$ cat config.mk
export PLATFORM = sky130hd
export DESIGN_NAME = ext_bus_port
export DESIGN_NICKNAME = d
export VERILOG_FILES = /design/src/ext_bus_pkg.sv /design/src/ext_bus_port.sv
export SDC_FILE = /design/constraint.sdc
export NUM_CORES = 1
export LEC_CHECK = 0
export BUFFER_PORTS_ARGS = -buffer_cell sky130_fd_sc_hd__buf_2
export CORE_MARGIN = 3
export CORE_UTILIZATION = 31
export CTS_CLUSTER_DIAMETER = 30
export DETAILED_ROUTE_END_ITERATION = 10
export PLACE_DENSITY = 0.63
export SETUP_SLACK_MARGIN = 0.4
export SYNTH_ARGS = -nofsm -noshare
export SYNTH_HDL_FRONTEND = slang
export SYNTH_SLANG_ARGS = --single-unit
$ cat constraint.sdc
create_clock -name clk -period 4.8 [get_ports clk]
set_clock_uncertainty 0.05 [all_clocks]
set_input_delay 0.24 -clock clk [delete_from_list [all_inputs] [get_ports clk]]
set_output_delay 0.24 -clock clk [all_outputs]
set_load 0.02 [all_outputs]
$ cat src/ext_bus_pkg.sv
// constants and carrier types for the external bus port
// Behaviour
// - 32-bit bidirectional tri-stateable data bus to all external devices
// - drive low only strobes of byte lanes actually used
// - strobe 0 is the most significant byte, strobe 3 the least
// - strobes asserted for on-chip peripheral accesses, not on-chip SRAM or cache
// - during SDRAM accesses strobe pins carry SDRAM byte masks, active high
// - output enable asserted during reads when external device may drive data
// - acknowledge ends the cycle; on reads data is latched first
// - direction output high for read, low for write
// - transfer start output marks the beginning of each transfer
// - six chip-select outputs select external devices
// - external bus clock is half the system clock
// - type select negated: upper 16 pins DDR only, lower 16 bus only
// - config enable decides whether low data pins feed configuration at reset
// - type select asserted means SDR mode, negated means DDR mode
package ext_bus_pkg;
  localparam int ADDR_W     = 24;
  localparam int DATA_W     = 32;
  localparam int LANES      = 4;
  localparam int NUM_CS     = 6;
  localparam int HALF_W     = 16;
  localparam logic [LANES-1:0]  STROBE_IDLE_N = 4'hf;
  localparam logic [LANES-1:0]  MASK_IDLE     = 4'h0;
  localparam logic [NUM_CS-1:0] CS_IDLE_N     = 6'h3f;

  // access target kinds
  typedef enum logic [1:0] {
    TGT_EXT    = 2'h0,
    TGT_PERIPH = 2'h1,
    TGT_ONCHIP = 2'h2,
    TGT_SDRAM  = 2'h3
  } target_t;

  typedef struct packed {
    logic [31:0]       addr;
    logic [DATA_W-1:0] wdata;
    logic [LANES-1:0]  lanes;
    logic              read;
    logic [2:0]        cs_index;
    target_t           target;
  } bus_req_t;

  typedef struct packed {
    logic [ADDR_W-1:0] addr;
    logic [NUM_CS-1:0] cs_n;
    logic [LANES-1:0]  strobe;
    logic              dir_read;
    logic              begin_n;
    logic              oe_n;
  } bus_pins_t;
endpackage : ext_bus_pkg

$ cat src/ext_bus_port.sv
// external bus port: transfer sequencer, pin muxing and reset configuration capture
`timescale 1ns/1ps
`default_nettype none
module ext_bus_port (
  // clock and reset
  input  wire logic                          clk,
  input  wire logic                          srst,
  // internal request side
  input  wire logic                          req_valid,
  input  wire ext_bus_pkg::bus_req_t         req,
  output logic                               req_ready,
  output logic                               rsp_valid,
  output logic [ext_bus_pkg::DATA_W-1:0]     rsp_rdata,
  // sdram controller side
  input  wire logic                          sdram_active,
  input  wire logic [ext_bus_pkg::ADDR_W-1:0] sdram_addr,
  input  wire logic [ext_bus_pkg::LANES-1:0]  sdram_byte_mask,
  input  wire logic [ext_bus_pkg::DATA_W-1:0] sdram_wdata,
  input  wire logic [ext_bus_pkg::DATA_W-1:0] sdram_data_oe_n,
  output logic [ext_bus_pkg::DATA_W-1:0]     sdram_rdata,
  // pins
  input  wire logic                          sdram_type_select,
  input  wire logic                          reset_config_enable,
  input  wire logic                          transfer_done_ack_n,
  input  wire logic [ext_bus_pkg::DATA_W-1:0] data_in,
  output logic [ext_bus_pkg::DATA_W-1:0]     data_out,
  output logic [ext_bus_pkg::DATA_W-1:0]     data_oe_n,
  output logic [ext_bus_pkg::ADDR_W-1:0]     addr_out,
  output logic                               addr_oe_n,
  output logic [ext_bus_pkg::LANES-1:0]      byte_lane_strobe_n,
  output logic                               out_enable_n,
  output logic                               dir_read,
  output logic                               transfer_begin_strobe_n,
  output logic [ext_bus_pkg::NUM_CS-1:0]     ext_device_select_n,
  output logic                               ext_bus_clock_out,
  // configuration
  output logic [ext_bus_pkg::HALF_W-1:0]     config_word,
  output logic                               config_valid,
  output logic                               sdr_mode
);
  import ext_bus_pkg::*;

  typedef enum logic [3:0] {
    ST_IDLE   = 4'h1,
    ST_START  = 4'h2,
    ST_WAIT   = 4'h4,
    ST_FINISH = 4'h8
  } state_t;

  // **********************************************
  // input synchronisers
  // **********************************************
  logic [1:0]        ack_sync_reg;
  logic [1:0]        sel_sync_reg;
  logic [1:0]        reset_config_enable_sync_reg;
  logic [DATA_W-1:0] din_meta_reg;
  logic [DATA_W-1:0] din_sync_reg;

  // no reset: pins keep flowing through reset so the capture on release sees them
  always_ff @(posedge clk) begin
    ack_sync_reg  <= {ack_sync_reg[0], transfer_done_ack_n};
    sel_sync_reg  <= {sel_sync_reg[0], sdram_type_select};
    reset_config_enable_sync_reg <= {reset_config_enable_sync_reg[0], reset_config_enable};
    din_meta_reg  <= data_in;
    din_sync_reg  <= din_meta_reg;
  end

  wire logic ack_seen = ~ack_sync_reg[1];
  assign sdr_mode = sel_sync_reg[1];

  // **********************************************
  // bus clock: half of clk, with enable on its rising edge
  // **********************************************
  logic clk_div_reg;
  always_ff @(posedge clk) begin
    if (srst) clk_div_reg <= 1'b0;
    else      clk_div_reg <= ~clk_div_reg;
  end
  assign ext_bus_clock_out = clk_div_reg;
  wire logic bus_edge = ~clk_div_reg; // next clk edge raises the bus clock

  // **********************************************
  // reset configuration capture
  // **********************************************
  logic cfg_pending_reg;
  always_ff @(posedge clk) begin
    if (srst) begin
      cfg_pending_reg <= 1'b1;
      config_valid    <= 1'b0;
      config_word     <= '0;
    end else if (cfg_pending_reg) begin
      cfg_pending_reg <= 1'b0;
      config_valid    <= reset_config_enable_sync_reg[1];
      config_word     <= reset_config_enable_sync_reg[1] ? din_sync_reg[HALF_W-1:0] : '0;
    end
  end

  // **********************************************
  // transfer sequencer
  // **********************************************
  state_t    state_reg;
  bus_req_t  cur_reg;
  bus_pins_t pins_reg;

  function automatic logic [NUM_CS-1:0] cs_decode(input logic [2:0] idx);
    logic [NUM_CS-1:0] v;
    v = CS_IDLE_N;
    if (idx < 3'(NUM_CS)) v[idx] = 1'b0;
    return v;
  endfunction

  assign req_ready = (state_reg == ST_IDLE) && !sdram_active && bus_edge;

  always_ff @(posedge clk) begin
    if (srst) begin
      state_reg <= ST_IDLE;
      cur_reg   <= '0;
      rsp_valid <= 1'b0;
      rsp_rdata <= '0;
    end else begin
      rsp_valid <= 1'b0;
      case (state_reg)
        ST_IDLE: begin
          if (req_valid && req_ready) begin
            cur_reg <= req;
            // on-chip SRAM/cache never leave the chip
            state_reg <= (req.target == TGT_ONCHIP) ? ST_FINISH : ST_START;
          end
        end
        ST_START: if (bus_edge) state_reg <= ST_WAIT;
        ST_WAIT: begin
          if (bus_edge && ack_seen) begin
            if (cur_reg.read) rsp_rdata <= din_sync_reg;
            state_reg <= ST_FINISH;
          end
        end
        ST_FINISH: begin
          rsp_valid <= 1'b1;
          state_reg <= ST_IDLE;
        end
        default: state_reg <= ST_IDLE;
      endcase
    end
  end

  // **********************************************
  // external bus pin values
  // **********************************************
  wire logic active = (state_reg == ST_START) || (state_reg == ST_WAIT);
  always_ff @(posedge clk) begin
    if (srst) begin
      pins_reg <= '{addr: '0, cs_n: CS_IDLE_N, strobe: STROBE_IDLE_N,
                    dir_read: 1'b1, begin_n: 1'b1, oe_n: 1'b1};
    end else if (req_valid && req_ready && req.target != TGT_ONCHIP) begin
      pins_reg.addr     <= req.addr[ADDR_W-1:0];
      pins_reg.cs_n     <= (req.target == TGT_EXT) ? cs_decode(req.cs_index)
                                                   : CS_IDLE_N;
      pins_reg.strobe   <= ~req.lanes;
      pins_reg.dir_read <= req.read;
      pins_reg.begin_n  <= 1'b0;
      pins_reg.oe_n     <= ~req.read;
    end else if (state_reg == ST_START && bus_edge) begin
      pins_reg.begin_n <= 1'b1;
    end else if (state_reg == ST_WAIT && bus_edge && ack_seen) begin
      pins_reg.cs_n   <= CS_IDLE_N;
      pins_reg.strobe <= STROBE_IDLE_N;
      pins_reg.oe_n   <= 1'b1;
    end
  end

  // **********************************************
  // pin multiplexing between bus and sdram controller
  // **********************************************
  logic [DATA_W-1:0] bus_dout_reg;
  always_ff @(posedge clk) begin
    if (srst) bus_dout_reg <= '0;
    else if (req_valid && req_ready) bus_dout_reg <= req.wdata;
  end

  wire logic [DATA_W-1:0] bus_oe_n = (active && !cur_reg.read) ? '0 : '1;

  always_comb begin
    addr_out                = sdram_active ? sdram_addr : pins_reg.addr;
    addr_oe_n               = !(sdram_active || active);
    byte_lane_strobe_n      = sdram_active ? sdram_byte_mask : pins_reg.strobe;
    out_enable_n            = pins_reg.oe_n;
    dir_read                = pins_reg.dir_read;
    transfer_begin_strobe_n = pins_reg.begin_n;
    ext_device_select_n     = pins_reg.cs_n;
    sdram_rdata             = din_sync_reg;
    if (sdr_mode) begin
      // all lanes switch per access
      data_out  = sdram_active ? sdram_wdata : bus_dout_reg;
      data_oe_n = sdram_active ? sdram_data_oe_n : bus_oe_n;
    end else begin
      data_out  = {sdram_wdata[DATA_W-1:HALF_W], bus_dout_reg[HALF_W-1:0]};
      data_oe_n = {sdram_data_oe_n[DATA_W-1:HALF_W], bus_oe_n[HALF_W-1:0]};
    end
  end

  // **********************************************
  // checks
  // **********************************************
  one_select_a: assert property (@(posedge clk) disable iff (srst)
    $countones(~ext_device_select_n) <= 1) else $error("more than one select low");
  begin_pulse_a: assert property (@(posedge clk) disable iff (srst)
    $fell(transfer_begin_strobe_n) |=> !transfer_begin_strobe_n ##1 transfer_begin_strobe_n)
    else $error("begin strobe not one bus clock");
  clk_half_a: assert property (@(posedge clk) disable iff (srst)
    ext_bus_clock_out |=> !ext_bus_clock_out) else $error("bus clock not half rate");
  dir_oe_a: assert property (@(posedge clk) disable iff (srst)
    !out_enable_n |-> dir_read) else $error("output enable on write");
  ack_end_a: assert property (@(posedge clk) disable iff (srst)
    (state_reg == ST_WAIT && bus_edge && ack_seen) |=> ##1 rsp_valid)
    else $error("ack did not end cycle");
  sel_drop_a: assert property (@(posedge clk) disable iff (srst)
    (state_reg == ST_WAIT && bus_edge && ack_seen) |=> &ext_device_select_n)
    else $error("select held after ack");
  onchip_quiet_a: assert property (@(posedge clk) disable iff (srst)
    (req_valid && req_ready && req.target == TGT_ONCHIP) |=> transfer_begin_strobe_n)
    else $error("on-chip access reached pins");
  ddr_split_a: assert property (@(posedge clk) disable iff (srst)
    !sdr_mode |-> data_oe_n[DATA_W-1:HALF_W] == sdram_data_oe_n[DATA_W-1:HALF_W])
    else $error("upper lanes not dedicated");
  write_drive_a: assert property (@(posedge clk) disable iff (srst)
    (state_reg == ST_WAIT && !cur_reg.read && !sdram_active) |-> data_oe_n[HALF_W-1:0] == '0)
    else $error("write data not driven");
endmodule : ext_bus_port
`default_nettype wire

==> impl_results.md <==
- CP Launch Type: flip-flop
- Synth cell count leaders: 196 x dfxtp_1, 114 x nand2b_1, 61 x mux2i_1
- DR WL/cell: 15.7 um
- Mean Syn Cell Area: 10.3 sq um
- Worst slew margin: 0.223
- Die width: 164 um
- First-pass GRT wire length: 35000 um
- Die area: 27000 sq um
- Period minus WS final: 2.74 ns
- Top post-synthesis cells by area: dfxtp_1 51%, nand2b_1 9.2%, mux2_2 8.7%
- Final ANT Viol Nets: 0
- Global Route Usage Sum: 0.165
- Placed Area: 9750 sq um
- 1st-pass router iterations: 4
- Nets@finish: 1375
- Largest net degree at the start of global routing: 124
- Most frequent cell after synthesis: dfxtp_1
- Fmax: 365 MHz
- Via-to-Cell Ratio: 4.57
- Worst R2R End: rsp_rdata[1]
- Setup CP Type: reg2out
- Register area share after synthesis: 0.506
- Hold Path Class: in2reg
- Syn Std Cell Area: 7760 sq um
- EDFF count, synth: 0
- CTS Buffer Depth: 2
- Count of different cell masters after synthesis: 44
- # resized after CTS: 0
- Share of layout cells above drive strength 1: 0.417
- Max-Cap Viols: 0
- Worst flop-to-flop path startpoint: state_reg[2]
- DIE HEIGHT: 164 um
- 1st-iter DRT viols: 324
- Syn Nets: 960
- Setup_tns: 0 ns
- Worst-Skew Late Latency: 0.43 ns
- IO Pins: 392
- Ys flop type: dfxtp_1
- CTS root buffer: clkbuf_16
- Status: finished, final reports clean
- WP data required: 4.51 ns
- Reg2Reg Depth: 3
- Total power: 3.75 mW
- Leakage: 4.97 nW
- YS warnings: 0
- Core ar.: 24500 sq um
- Tcrit/Tclk final: 0.571
- Fin util: 0.457
- Drt drc: 0
- Area leader, netlist: dfxtp_1
- Total CTS buffers: 17
- DRT Wirelength: 23700 um
- RSZ-0062 raised after global routing: no
- Area delta synth->final: 44.0%
- CTS tree: built
- Port buffer count: 383
- Design area: 11200 sq um
- Setup Viol. Count Final: 0
- Post-Synthesis Cells: 755
- Initial antenna violation count: 1
- Share of the synthesized area in the top cell type: 0.506
- Post-CTS Setup Bufs: 0
- Worst Setup SP: sel_sync_reg[1]
- GPL Wtd Cong: 0.751
- Routed via count: 6880
- CTS H-tree lvls: 4
- HPWL after detailed placement: 16500 um
- Worst setup path end: data_oe_n[6]
- Worst Path Max Fanout: 33
- Worst slew pin tran: 1.16 ns
- CTS Sinks: 196
- Post-synthesis register bit count: 196
- Reg-to-reg slack, setup: 2.40 ns
- Final Hold Fails: 0
- Final Slew Violations: 0
- VDD IR max: 0.213 mV
- Total global routing overflow: 0
- Type of element capturing the critical path: output pin
- Effective utilization at floorplan: 0.317
- Asr flop ratio synth: 0
- Power Dens Cells: 336 nW/um^2
- Crit path arrival time: 2.45 ns
- Clk slew on worst S/H paths: 0.08 ns
- Vias in the first global route: 6580
- N_diodes: 0
- Placement Rows: 57
- # hold bufs at CTS: 78
worst min path at each step:
| stage | cells after the start | from | end | slack (ns) |
|---|---|---|---|---|
| floorplan | 0 | transfer_done_ack_n | ack_sync_reg[0] | 0.22 |
| CTS | 3 | req[52] | pins_reg[23] | 0.0003 |
| global route | 3 | req[51] | pins_reg[22] | 0.008 |
| detailed placement | 0 | din_meta_reg[22] | sdram_rdata[22] | 0.26 |
| finish | 3 | req[32] | bus_dout_reg[22] | 0.03 |
| global placement | 0 | din_meta_reg[25] | sdram_rdata[25] | 0.26 |
metrics by stage:
step | cells | worst slack, ns | hold slack (ns)
after floorplan | 755 | 2.84 | 0.218
after CTS | 1507 | 1.98 | 0.000258
after global routing | 1507 | 1.92 | 0.00825
after detailed placement | 1397 | 2.12 | 0.262
final | 1507 | 2.06 | 0.0264
after global placement | 1397 | 2.23 | 0.260
where the power goes:
group | leakage [nW] | switching [mW] | internal (mW) | total [mW]
Sequential | 1.61 | 0.0327 | 1.69 | 1.72
Combinational | 3.05 | 0.282 | 0.245 | 0.527
Clock | 0.309 | 0.734 | 0.769 | 1.50
final cells by class:
cell class | count | area, sq um
Clock inverter | 15 | 218
Tap cell | 324 | 405
Clock buffer | 17 | 425
Sequential cell | 196 | 3920
Timing Repair Buffer | 468 | 2750
Inverter | 2 | 7.51
Fill cell | 2315 | 13300
Multi-Input combinational cell | 485 | 3440
worst max-delay path, stage by stage, from the launching register on:
cell and delay, ns:
dfxtp_1 0.36, nand2_1 0.08, buf_4 0.35, nand4bb_1 0.73
o21a_1 0.33, buf_2 0.16
layout by cell type, fill, tap and decap left out, types with 4 or more instances in the layout:
cell	instances
buf_2	382
dfxtp_1	196
nand2b_1	114
dlygate4sd3_1	78
mux2i_1	61
mux2_2	60
nand3_1	36
a21oi_1	35
nand2_1	33
o21ai_0	32
nor2_1	25
o21a_1	17
clkbuf_16	17
a22oi_1	16
nor2b_1	8
buf_4	8
clkinv_8	6
nand4_1	5
o31a_1	5
nor3_1	4
a211oi_1	4
metal layers:
layer  up-vias  global-route usage  share of wire
li1       3405                   -              -
met5         -                   0        0.00030
met4         2              0.0573          0.019
met2       277               0.298           0.51
met1      3172               0.182           0.39
met3        24              0.0522          0.085
logic make-up (layout without fill, tap and decap cells):
group                     after synthesis  after routing  share of synthesized area
AOI/OAI and AO/OA                     119            119                     0.0955
xor gates and xnor gates                1              1                    0.00113
buffers and inverters                  74            502                     0.0521
DFF                                   196            196                      0.506
muxes                                 121            121                      0.166
and+or+nand+nor                       244            244                      0.180
No activity file was read; power rests on OpenSTA's default activity.
